===== src/cmp_regs_pkg.sv =====
// package: offsets, field layout and reset values of the comparator config registers
package cmp_regs_pkg;
  localparam logic [7:0] CMP0_INPUT_SELECT_ADDR = 8'h9C;
  localparam logic [7:0] CMP1_CONTROL_ADDR = 8'h9D;
  localparam logic [7:0] CMP1_MODE_SELECT_ADDR = 8'h9E;
  localparam logic [7:0] CMP1_INPUT_SELECT_ADDR = 8'h9F;
  localparam int MODE_LSB = 0;
  localparam int FALL_IE_BIT = 4;
  localparam int RISE_IE_BIT = 5;
  localparam int FALL_FLAG_BIT = 4;
  localparam int RISE_FLAG_BIT = 5;
  localparam int OUT_STATE_BIT = 6;
  localparam int POS_LSB = 0;
  localparam int NEG_LSB = 4;
  localparam logic [7:0] MODE_WRITE_MASK = 8'h33;
  localparam logic [1:0] MODE_RESET = 2'h2;
  localparam logic [3:0] SEL_RESET = 4'h7;
  localparam logic [3:0] SEL_LAST_PIN = 4'hB;
  localparam int PINS_PER_SIDE = 12;

  typedef struct packed {
    logic wr;
    logic rd;
    logic [7:0] addr;
    logic [7:0] wdata;
  } sfr_req_t;

  typedef struct packed {
    logic [3:0] neg_sel;
    logic [3:0] pos_sel;
  } mux_sel_t;
endpackage : cmp_regs_pkg


===== src/cmp_input_mux.sv =====
// one comparator input multiplexer: select code to one-hot pin connect
`timescale 1ns/1ps
module cmp_input_mux (
  input wire logic [3:0] sel_i, // select code
  output logic [cmp_regs_pkg::PINS_PER_SIDE-1:0] pin_en_o // one-hot pin connect
);
  import cmp_regs_pkg::*;
  always_comb begin
    pin_en_o = '0;
    // codes above the last pin connect nothing
    if (sel_i <= SEL_LAST_PIN) begin
      pin_en_o[sel_i] = 1'b1;
    end
  end
endmodule : cmp_input_mux


===== src/comparator_config_regs.sv =====
// comparator mux select, comparator1 mode, edge flags and interrupt request
`timescale 1ns/1ps
module comparator_config_regs (
  input wire logic mclk_i, // system clock, 40 MHz
  input wire logic nrst_i, // async reset, active low
  input wire logic clk_en_i, // freezes all state when low
  input wire cmp_regs_pkg::sfr_req_t sfr_req_i, // register access request
  output logic [7:0] sfr_rdata_o, // read data, one cycle after rd
  input wire logic cmp1_raw_i, // analog comparator1 output, asynchronous
  output cmp_regs_pkg::mux_sel_t cmp0_sel_o, // cmp0 selects
  output cmp_regs_pkg::mux_sel_t cmp1_sel_o, // cmp1 selects
  output logic [1:0] cmp1_response_mode_o, // cmp1 speed/power mode
  output logic [cmp_regs_pkg::PINS_PER_SIDE-1:0] cmp0_pos_pin_o, // cmp0 + pin connect
  output logic [cmp_regs_pkg::PINS_PER_SIDE-1:0] cmp0_neg_pin_o, // cmp0 - pin connect
  output logic [cmp_regs_pkg::PINS_PER_SIDE-1:0] cmp1_pos_pin_o, // cmp1 + pin connect
  output logic [cmp_regs_pkg::PINS_PER_SIDE-1:0] cmp1_neg_pin_o, // cmp1 - pin connect
  output logic cmp1_irq_o // cmp1 interrupt request, level
);
  import cmp_regs_pkg::*;

  mux_sel_t cmp0_sel_ff;
  mux_sel_t cmp1_sel_ff;
  logic [1:0] cmp1_response_mode_ff;
  logic cmp1_rise_irq_en_ff;
  logic cmp1_fall_irq_en_ff;
  logic cmp1_rise_flag_ff;
  logic cmp1_fall_flag_ff;
  logic sync1_ff;
  logic cmp1_out_state_ff;
  logic out_prev_ff;
  logic [PINS_PER_SIDE-1:0] p0_pos;
  logic [PINS_PER_SIDE-1:0] p0_neg;
  logic [PINS_PER_SIDE-1:0] p1_pos;
  logic [PINS_PER_SIDE-1:0] p1_neg;
  logic [PINS_PER_SIDE-1:0] p0_pos_ff;
  logic [PINS_PER_SIDE-1:0] p0_neg_ff;
  logic [PINS_PER_SIDE-1:0] p1_pos_ff;
  logic [PINS_PER_SIDE-1:0] p1_neg_ff;
  logic irq_ff;
  logic [7:0] rdata_ff;
  logic [7:0] rd_mux;
  logic nxt_rise;
  logic nxt_fall;
  logic rise_evt;
  logic fall_evt;
  logic wr_ctl;
  logic wr_mode;
  logic wr_sel0;
  logic wr_sel1;

  assign wr_ctl = sfr_req_i.wr && sfr_req_i.addr == CMP1_CONTROL_ADDR;
  assign wr_mode = sfr_req_i.wr && sfr_req_i.addr == CMP1_MODE_SELECT_ADDR;
  assign wr_sel0 = sfr_req_i.wr && sfr_req_i.addr == CMP0_INPUT_SELECT_ADDR;
  assign wr_sel1 = sfr_req_i.wr && sfr_req_i.addr == CMP1_INPUT_SELECT_ADDR;

  // input select registers, one per comparator, fully independent
  always_ff @(posedge mclk_i or negedge nrst_i) begin
    if (!nrst_i) begin
      cmp0_sel_ff <= '{neg_sel: SEL_RESET, pos_sel: SEL_RESET};
    end else if (clk_en_i && wr_sel0) begin
      cmp0_sel_ff <= mux_sel_t'(sfr_req_i.wdata);
    end
  end

  // same layout and encoding as cmp0, but storage of its own
  always_ff @(posedge mclk_i or negedge nrst_i) begin
    if (!nrst_i) begin
      cmp1_sel_ff <= '{neg_sel: SEL_RESET, pos_sel: SEL_RESET};
    end else if (clk_en_i && wr_sel1) begin
      cmp1_sel_ff <= mux_sel_t'(sfr_req_i.wdata);
    end
  end

  // mode register: unused bits never stored
  always_ff @(posedge mclk_i or negedge nrst_i) begin
    if (!nrst_i) begin
      cmp1_response_mode_ff <= MODE_RESET;
      cmp1_rise_irq_en_ff <= 1'b0;
      cmp1_fall_irq_en_ff <= 1'b0;
    end else if (clk_en_i && wr_mode) begin
      cmp1_response_mode_ff <= sfr_req_i.wdata[MODE_LSB+:2];
      cmp1_rise_irq_en_ff <= sfr_req_i.wdata[RISE_IE_BIT];
      cmp1_fall_irq_en_ff <= sfr_req_i.wdata[FALL_IE_BIT];
    end
  end

  // comparator output crosses from the analog side; only the second flop is read
  always_ff @(posedge mclk_i or negedge nrst_i) begin
    if (!nrst_i) begin
      sync1_ff <= 1'b0;
      cmp1_out_state_ff <= 1'b0;
      out_prev_ff <= 1'b0;
    end else if (clk_en_i) begin
      sync1_ff <= cmp1_raw_i;
      cmp1_out_state_ff <= sync1_ff;
      out_prev_ff <= cmp1_out_state_ff;
    end
  end

  // edges taken on the settled state, costs one edge of latency
  assign rise_evt = cmp1_out_state_ff && !out_prev_ff;
  assign fall_evt = !cmp1_out_state_ff && out_prev_ff;

  // edge flags: a new edge wins over a software clear in the same cycle
  always_comb begin
    nxt_rise = cmp1_rise_flag_ff;
    nxt_fall = cmp1_fall_flag_ff;
    if (wr_ctl) begin
      nxt_rise = sfr_req_i.wdata[RISE_FLAG_BIT];
      nxt_fall = sfr_req_i.wdata[FALL_FLAG_BIT];
    end
    if (rise_evt) begin
      nxt_rise = 1'b1;
    end
    if (fall_evt) begin
      nxt_fall = 1'b1;
    end
  end

  always_ff @(posedge mclk_i or negedge nrst_i) begin
    if (!nrst_i) begin
      cmp1_rise_flag_ff <= 1'b0;
    end else if (clk_en_i) begin
      cmp1_rise_flag_ff <= nxt_rise;
    end
  end

  // falling flag kept apart, so each flag clears on its own write bit
  always_ff @(posedge mclk_i or negedge nrst_i) begin
    if (!nrst_i) begin
      cmp1_fall_flag_ff <= 1'b0;
    end else if (clk_en_i) begin
      cmp1_fall_flag_ff <= nxt_fall;
    end
  end

  // built from next flag values so irq follows a set or clear at the same edge
  always_ff @(posedge mclk_i or negedge nrst_i) begin
    if (!nrst_i) begin
      irq_ff <= 1'b0;
    end else if (clk_en_i) begin
      irq_ff <= (nxt_rise && cmp1_rise_irq_en_ff) || (nxt_fall && cmp1_fall_irq_en_ff);
    end
  end

  // read mux; unmapped addresses read zero
  always_comb begin
    unique case (sfr_req_i.addr)
      CMP0_INPUT_SELECT_ADDR: rd_mux = cmp0_sel_ff;
      CMP1_INPUT_SELECT_ADDR: rd_mux = cmp1_sel_ff;
      CMP1_MODE_SELECT_ADDR: rd_mux = {2'h0, cmp1_rise_irq_en_ff, cmp1_fall_irq_en_ff,
                                       2'h0, cmp1_response_mode_ff} & MODE_WRITE_MASK;
      CMP1_CONTROL_ADDR: rd_mux = {1'b0, cmp1_out_state_ff, cmp1_rise_flag_ff,
                                   cmp1_fall_flag_ff, 4'h0};
      default: rd_mux = 8'h00;
    endcase
  end

  // read data registered, held until the next taken read
  always_ff @(posedge mclk_i or negedge nrst_i) begin
    if (!nrst_i) begin
      rdata_ff <= 8'h00;
    end else if (clk_en_i && sfr_req_i.rd) begin
      rdata_ff <= rd_mux;
    end
  end

  // four independent decoders, so both muxes may pick the same pin
  cmp_input_mux u_p0 (.sel_i(cmp0_sel_ff.pos_sel), .pin_en_o(p0_pos));
  cmp_input_mux u_n0 (.sel_i(cmp0_sel_ff.neg_sel), .pin_en_o(p0_neg));
  cmp_input_mux u_p1 (.sel_i(cmp1_sel_ff.pos_sel), .pin_en_o(p1_pos));
  cmp_input_mux u_n1 (.sel_i(cmp1_sel_ff.neg_sel), .pin_en_o(p1_neg));

  // pin connects registered so outputs come from flops; one-cycle lag after write
  always_ff @(posedge mclk_i or negedge nrst_i) begin
    if (!nrst_i) begin
      p0_pos_ff <= '0;
      p0_neg_ff <= '0;
    end else if (clk_en_i) begin
      p0_pos_ff <= p0_pos;
      p0_neg_ff <= p0_neg;
    end
  end

  always_ff @(posedge mclk_i or negedge nrst_i) begin
    if (!nrst_i) begin
      p1_pos_ff <= '0;
      p1_neg_ff <= '0;
    end else if (clk_en_i) begin
      p1_pos_ff <= p1_pos;
      p1_neg_ff <= p1_neg;
    end
  end

  assign sfr_rdata_o = rdata_ff;
  assign cmp0_sel_o = cmp0_sel_ff;
  assign cmp1_sel_o = cmp1_sel_ff;
  assign cmp1_response_mode_o = cmp1_response_mode_ff;
  assign cmp0_pos_pin_o = p0_pos_ff;
  assign cmp0_neg_pin_o = p0_neg_ff;
  assign cmp1_pos_pin_o = p1_pos_ff;
  assign cmp1_neg_pin_o = p1_neg_ff;
  assign cmp1_irq_o = irq_ff;
endmodule : comparator_config_regs


===== config.mk =====
export PLATFORM = sky130hd
export DESIGN_NAME = comparator_config_regs
export DESIGN_NICKNAME = d
export VERILOG_FILES = /design/src/cmp_regs_pkg.sv /design/src/cmp_input_mux.sv /design/src/comparator_config_regs.sv
export SDC_FILE = /design/constraint.sdc
export NUM_CORES = 1
export LEC_CHECK = 0
export BUFFER_PORTS_ARGS = -buffer_cell sky130_fd_sc_hd__buf_2
export CAP_MARGIN = 20
export CORE_MARGIN = 2
export CORE_UTILIZATION = 54
export CTS_CLUSTER_SIZE = 10
export DETAILED_ROUTE_END_ITERATION = 12
export PLACE_DENSITY = 0.8
export SLEW_MARGIN = 40
export SYNTH_ARGS = -nofsm -noshare
export SYNTH_HDL_FRONTEND = slang
export SYNTH_HIERARCHICAL = 1
export SYNTH_SLANG_ARGS = --single-unit

===== constraint.sdc =====
create_clock -name mclk_i -period 2.1 [get_ports mclk_i]
set_clock_uncertainty 0.2 [all_clocks]
set_input_delay 0.21 -clock mclk_i [delete_from_list [all_inputs] [get_ports mclk_i]]
set_output_delay 0.21 -clock mclk_i [all_outputs]
set_load 0.02 [all_outputs]

==> flow_metrics.tcl, run 1 <==
set metrics [dict create \
    arrival_ps 1380 \
    comb_power_share 0.086 \
    final_cell_count_no_fill 492 \
    multi_input_area_um2 1880 \
    rsz0062_at_grt "false" \
    overflow 0 \
    cp.depth 1 \
    grt_pass1_vias 2798 \
    internal_power_w 0.00258 \
    ir_drop_mv 0.316 \
    cts_setup_buffers 0 \
    final_area_um2 4960 \
    initial_core_util 0.549 \
    worstHoldPathType "input pin to flop" \
    syn_avg_cell_area_um2 14.3 \
    crit_start "cmp1_sel_o[3]$_DFFE_PN0P_" \
    die_w_um 91.9 \
    clockPowerShare 0.414 \
    antenna_cells 0 \
    setup_viol 0 \
    crit_slowest_cell "dfrtp_1" \
    grt_usage 0.212 \
    power_frac_seq 0.500 \
    p_sw_w 0.000783 \
    synth_edf_count 0 \
    vias_per_cell 5.69 \
    grt_pass1_wl_um 14100 \
    synthSimpleGateAreaFrac 0.204 \
    cts_tree "yes" \
    finalHoldViolCount 0 \
    cp.required_ps 1690 \
    insertion_delay_ps 350 \
    drive_gt1_frac 0.623 \
    wl_per_cell_um 17.4 \
    antenna_found_initial 0 \
    yosysMostFrequentCell "mux2_2" \
    synth_top_area_share 0.414 \
    status "completed" \
    dr.pass1.iters 4 \
    worstSetupStartpointType "flop" \
    clock_sinks 82 \
    fmax_mhz 557 \
    worstSetupEndpointType "output pin" \
    grt_max_degree 49 \
    ys_ff_latch 82 \
    io_pins 97 \
    synth-async-reset-ratio 1.00 \
    htree_num_levels 3 \
    finalCritPeriodShare 0.854 \
    portBuffers 96 \
    slew_headroom 0.576 \
    ys_types 37 \
    core.rowCount 32 \
    nNetsFinal 407 \
    synthMuxAreaShare 0.207 \
    critical_path.cell_chain "buf_2" \
    max_stage_delay_ps 760 \
    reg2reg_depth 2 \
    post-synth-top-area-cell "dfrtp_1" \
    switching_share 0.233 \
    reg2reg_to "cmp1_pos_pin_o[5]$_DFFE_PN0P_" \
    cp_max_fo 15 \
    syn-num-nets 313 \
    netlist_area_um2 4170 \
    place_inst 466 \
    cts_buffers 9 \
    crit_type "flop to output pin" \
    p_per_area_nw_per_um2 678 \
    n_fill_cell 598 \
    ys_warn_count 6 \
    synthFlopType "dfrtp_1" \
    synthTopCellsByCount "mux2_2, dfrtp_1, and4bb_2" \
    critPathTopFamily "flip-flops" \
    r2r_slack_ps 470 \
    fp.coreArea_um2 7610 \
    fin_tns_setup_ps 0 \
    root_buffer "clkbuf_8" \
    synth_compound_area_frac 0.0381 \
    worst_pin_slew_ps 636 \
    synth_fa_ha_area_frac 0 \
    area.sequential_um2 2070 \
    crit_buf_inv 1 \
    slew_violations 0 \
    drtAntennaViolNets 0 \
    utilization 0.652 \
    gp_congestion 0.773 \
    synth_xor_area_frac 0 \
    syn2layout_area_growth_pct 18.9 \
    place_hpwl_um 5710 \
    vias 2798 \
    synthCells 291 \
    remaining_drc_errors 0 \
    die_h_um 91.9 \
    crit-reg2reg-launch "cmp1_sel_o[3]$_DFFE_PN0P_" \
    yosysSeqAreaShare 0.496 \
    ys_top_cells_by_area "dfrtp_1, mux2_2, dfstp_2" \
    wl_um 8550 \
    clockBufferDepth 2 \
    placed_area_um2 4610 \
    drt-initial-drc-count 123 \
    floorplan.die_area_um2 8450 \
    synth_top_family_by_area "multiplexers" \
    path_clk_slew_ps 80 \
    drv_cap 0 \
    p_leak_nw 2.46 \
    cp-endpoint "cmp1_sel_o[3]" \
    fin_crit_ps 1790 \
]
## power by group through the flow
stage | Combinational (W) | Clock, W | Sequential [W]
2_1_floorplan | 0.000162 | 0 | 0.00171
5_1_grt | 0.000316 | 0.00149 | 0.00169
3_5_place_dp | 0.000279 | 0 | 0.00171
6_report | 0.000289 | 0.00139 | 0.00168
4_1_cts | 0.000295 | 0.00143 | 0.00168
3_3_place_gp | 0.000272 | 0 | 0.00171
## how the worst min path moves through the flow
stage | from | endpoint | slack, ps | depth (start not counted)
after floorplan | nrst_i | cmp0_neg_pin_o[0]$_DFFE_PN0P_ | -290 | 0
after global placement | nrst_i | cmp0_neg_pin_o[1]$_DFFE_PN0P_ | -10 | 1
after detailed placement | nrst_i | cmp1_neg_pin_o[7]$_DFFE_PN0P_ | -10 | 1
after CTS | sfr_req_i[16] | sfr_rdata_o[6]$_DFFE_PN0P_ | 80 | 4
after global routing | sfr_req_i[16] | sfr_rdata_o[6]$_DFFE_PN0P_ | 120 | 4
final | sfr_req_i[16] | sfr_rdata_o[6]$_DFFE_PN0P_ | 90 | 4
## layout make-up
class | count | share of cell area
clock buffer | 10 | 0.0277
clock inverter | 6 | 0.0230
inverter | 1 | 0.000757
multi-input combinational | 180 | 0.378
sequential | 82 | 0.417
tap | 102 | 0.0257
timing repair buffer | 111 | 0.128
## cells in the final DEF (no fill, tap or decap), types with 2 or more instances in the layout
cell	Yosys	layout
dlygate4sd3_1	0	10
o31ai_1	4	4
buf_4	3	5
nor4_2	3	3
dfrtp_1	69	69
and4bb_2	15	15
clkinvlp_4	0	2
a22oi_1	4	4
a22o_1	2	2
and4b_1	8	8
and4bb_1	4	4
buf_2	3	95
clkbuf_8	0	10
nor2_1	7	7
o21ai_0	5	5
bufinv_16	0	3
nand2b_1	2	2
nor4_1	2	2
a21oi_1	6	6
nor4b_2	13	13
o211ai_1	2	2
nand2_1	14	14
dfstp_2	13	13
mux2i_1	2	2
mux2_2	71	71
mux4_2	2	2
nor4b_4	3	3
## metrics by stage
| step | power [W] | hold WS [ps] | setup WS, ps |
|---|---|---|---|
| finish | 0.00336 | 94.2 | 306 |
| global route | 0.00350 | 117 | 246 |
| CTS | 0.00340 | 83.5 | 283 |
| detailed placement | 0.00199 | -11.8 | 110 |
| global placement | 0.00198 | -14.1 | 177 |
| floorplan | 0.00188 | -286 | 357 |
## routing by layer
metal	GRT usage	share of wire	up-vias	wire length [um]
met2	0.328	0.48	83	4110
li1	-	-	1283	-
met5	0	0	-	0
met1	0.299	0.45	1423	3870
met4	0.0672	0.013	0	107
met3	0.0485	0.054	9	462
## state kept, by name, indices dropped and copies added (netlist names), 2 cells and up
register,cells
cmp0_pos_pin_o,12
sfr_rdata_o,8
cmp1_pos_pin_o,12
cmp1_sel_o,8
cmp1_neg_pin_o,12
cmp0_neg_pin_o,12
cmp0_sel_o,8
cmp1_response_mode_o,2
## what timing repair did
action	CTS	global route
endpoints found under the hold margin	55	0
hold buffers	10	0
endpoints found under the setup margin	0	0
gates resized for setup	0	0
## cells by family after synthesis
kind of cell,after synthesis
flip-flops,82
buffers and inverters,29
multiplexers,75
AO/OA/AOI/OAI,24
AND/OR/NAND/NOR,81
Note: power is estimated with default switching activity, not from simulation.
==> inputs of run 2 (changes only) <==
==> constraint.sdc (replaced) <==
create_clock -name mclk_i -period 2.1 [get_ports mclk_i]
set_clock_uncertainty 0.2 [all_clocks]
set_input_delay 0.315 -clock mclk_i [delete_from_list [all_inputs] [get_ports mclk_i]]
set_output_delay 0.315 -clock mclk_i [all_outputs]
set_load 0.02 [all_outputs]
==> run 2 against run 1 <==
Hold slack worse by 77 ps. Clock power down 10%. Fmax down 4.7%. Sequential power hardly changed. Largest cell class unchanged.
==> flow_metrics.tcl, run 2 (same netlist as run 1, synthesis figures left out) <==
set metrics [dict create \
    core.rowCount 32 \
    mostFrequentLayoutCells "buf_2, mux2_2, dfrtp_1" \
    pre_cts_ws_ps 68.4 \
    nNetsFinal 400 \
    antenna_cells 0 \
    fin_ws_ps 217 \
    fin_tns_setup_ps 0 \
    insertion_delay_ps 340 \
    drt-initial-drc-count 122 \
    internal_power_w 0.00246 \
    slew_violations 0 \
    root_buffer "clkbuf_8" \
    initial_core_util 0.549 \
    worstSetupStartpointType "flop" \
    dr.pass1.iters 4 \
    worst_pin_slew_ps 628 \
    io_pins 97 \
    final_common_cell "buf_2" \
    crit_slowest_cell "dfstp_2" \
    worstHoldPathType "input pin to flop" \
    die_h_um 91.9 \
    fin_crit_ps 1880 \
    portBuffers 96 \
    overflow 0 \
    htree_num_levels 3 \
    cp_max_fo 15 \
    status "completed" \
    critical_path.cell_chain "buf_2" \
    p_sw_w 0.000750 \
    cp.required_ps 1580 \
    power_w 0.00321 \
    grt_usage 0.210 \
    floorplan.die_area_um2 8450 \
    wl_per_cell_um 17.6 \
    path_clk_slew_ps 80 \
    place_hpwl_um 5800 \
    gp_congestion 0.793 \
    finalHoldViolCount 0 \
    syn2layout_area_growth_pct 16.5 \
    crit_type "flop to output pin" \
    drv_cap 0 \
    cts_tree "yes" \
    clockPowerShare 0.389 \
    fp.coreArea_um2 7610 \
    p_leak_nw 2.42 \
    p_per_area_nw_per_um2 660 \
    drtAntennaViolNets 0 \
    antenna_found_initial 0 \
    area.sequential_um2 2070 \
    cts_buffers 9 \
    utilization 0.639 \
    setup_viol 0 \
    die_w_um 91.9 \
    vias 2749 \
    arrival_ps 1370 \
    grt_pass1_wl_um 14100 \
    drive_gt1_frac 0.634 \
    remaining_drc_errors 0 \
    r2r_slack_ps 470 \
    final_area_um2 4860 \
    ir_drop_mv 0.413 \
    grt_max_degree 50 \
    comb_power_share 0.087 \
    cts_resized 0 \
    critPathTopFamily "flip-flops" \
    switching_share 0.234 \
    max_stage_delay_ps 790 \
    rsz0062_at_grt "false" \
    crit_buf_inv 1 \
    cts_setup_buffers 0 \
    multi_input_area_um2 1880 \
    worstSetupEndpointType "output pin" \
    placed_area_um2 4620 \
    slew_headroom 0.581 \
    fmax_mhz 531 \
    vias_per_cell 5.67 \
    finalCritPeriodShare 0.897 \
    clock_sinks 82 \
    n_fill_cell 598 \
    clockBufferDepth 2 \
    wl_um 8520 \
    ctsHoldBuffers 2 \
    grt_pass1_vias 2722 \
    power_frac_seq 0.524 \
]
[run 2: cell types whose count changed in the layout (fill, tap and decap cells not counted)]
cell	before	now
buf_4	5	6
bufinv_16	3	1
clkbuf_1	0	1
clkbuf_8	10	14
clkinv_4	1	0
clkinvlp_4	2	0
dlygate4sd3_1	10	2
[run 2: worst paths after layout]
kind,start,to,cells after the start
setup / recovery,cmp1_sel_o[1]$_DFFE_PN1P_,cmp1_sel_o[1],1
hold / removal,sfr_req_i[7],cmp1_sel_o[7]$_DFFE_PN0P_,2
setup reg to reg,cmp1_sel_o[3]$_DFFE_PN0P_,cmp1_pos_pin_o[5]$_DFFE_PN0P_,2
hold reg to reg,sfr_rdata_o[7]$_DFFE_PN0P_,sfr_rdata_o[7]$_DFFE_PN0P_,2
max in group asynchronous,nrst_i,cmp0_sel_o[2]$_DFFE_PN1P_,3
min in group asynchronous,nrst_i,cmp0_neg_pin_o[1]$_DFFE_PN0P_,2
[run 2: cell type report]
type                    count  share of cell area
well taps                 102              0.0262
repair buffers            104               0.115
inverters                   1            0.000772
multi-input cells         180               0.386
clock buffers              15              0.0404
flip-flops and latches     82               0.425
clock inverters             1             0.00618
[run 2: power groups by stage]
stage / registers (W) / logic [W] / clock network, W
finish: 0.00168 / 0.000279 / 0.00125
global route: 0.00169 / 0.000304 / 0.00135
CTS: 0.00168 / 0.000283 / 0.00128
detailed placement: 0.00171 / 0.000279 / 0
global placement: 0.00171 / 0.000273 / 0
floorplan: 0.00171 / 0.000162 / 0
[run 2: metal layers]
metal / global-route usage / wire [um] / vias up / share of wire
li1: - / - / 1268 / -
met3: 0.0345 / 311 / 14 / 0.037
met4: 0.0796 / 153 / 0 / 0.018
met2: 0.318 / 4030 / 79 / 0.47
met5: 0 / 0 / - / 0
met1: 0.305 / 4020 / 1388 / 0.47
[run 2: metrics by stage]
| stage | hold WS, ps | instances |
|---|---|---|
| 3_5_place_dp | 90.0 | 467 |
| 4_1_cts | 8.44 | 485 |
| 3_3_place_gp | 84.4 | 467 |
| 5_1_grt | 8.06 | 485 |
| 2_1_floorplan | -181 | 291 |
| 6_report | 17.3 | 485 |
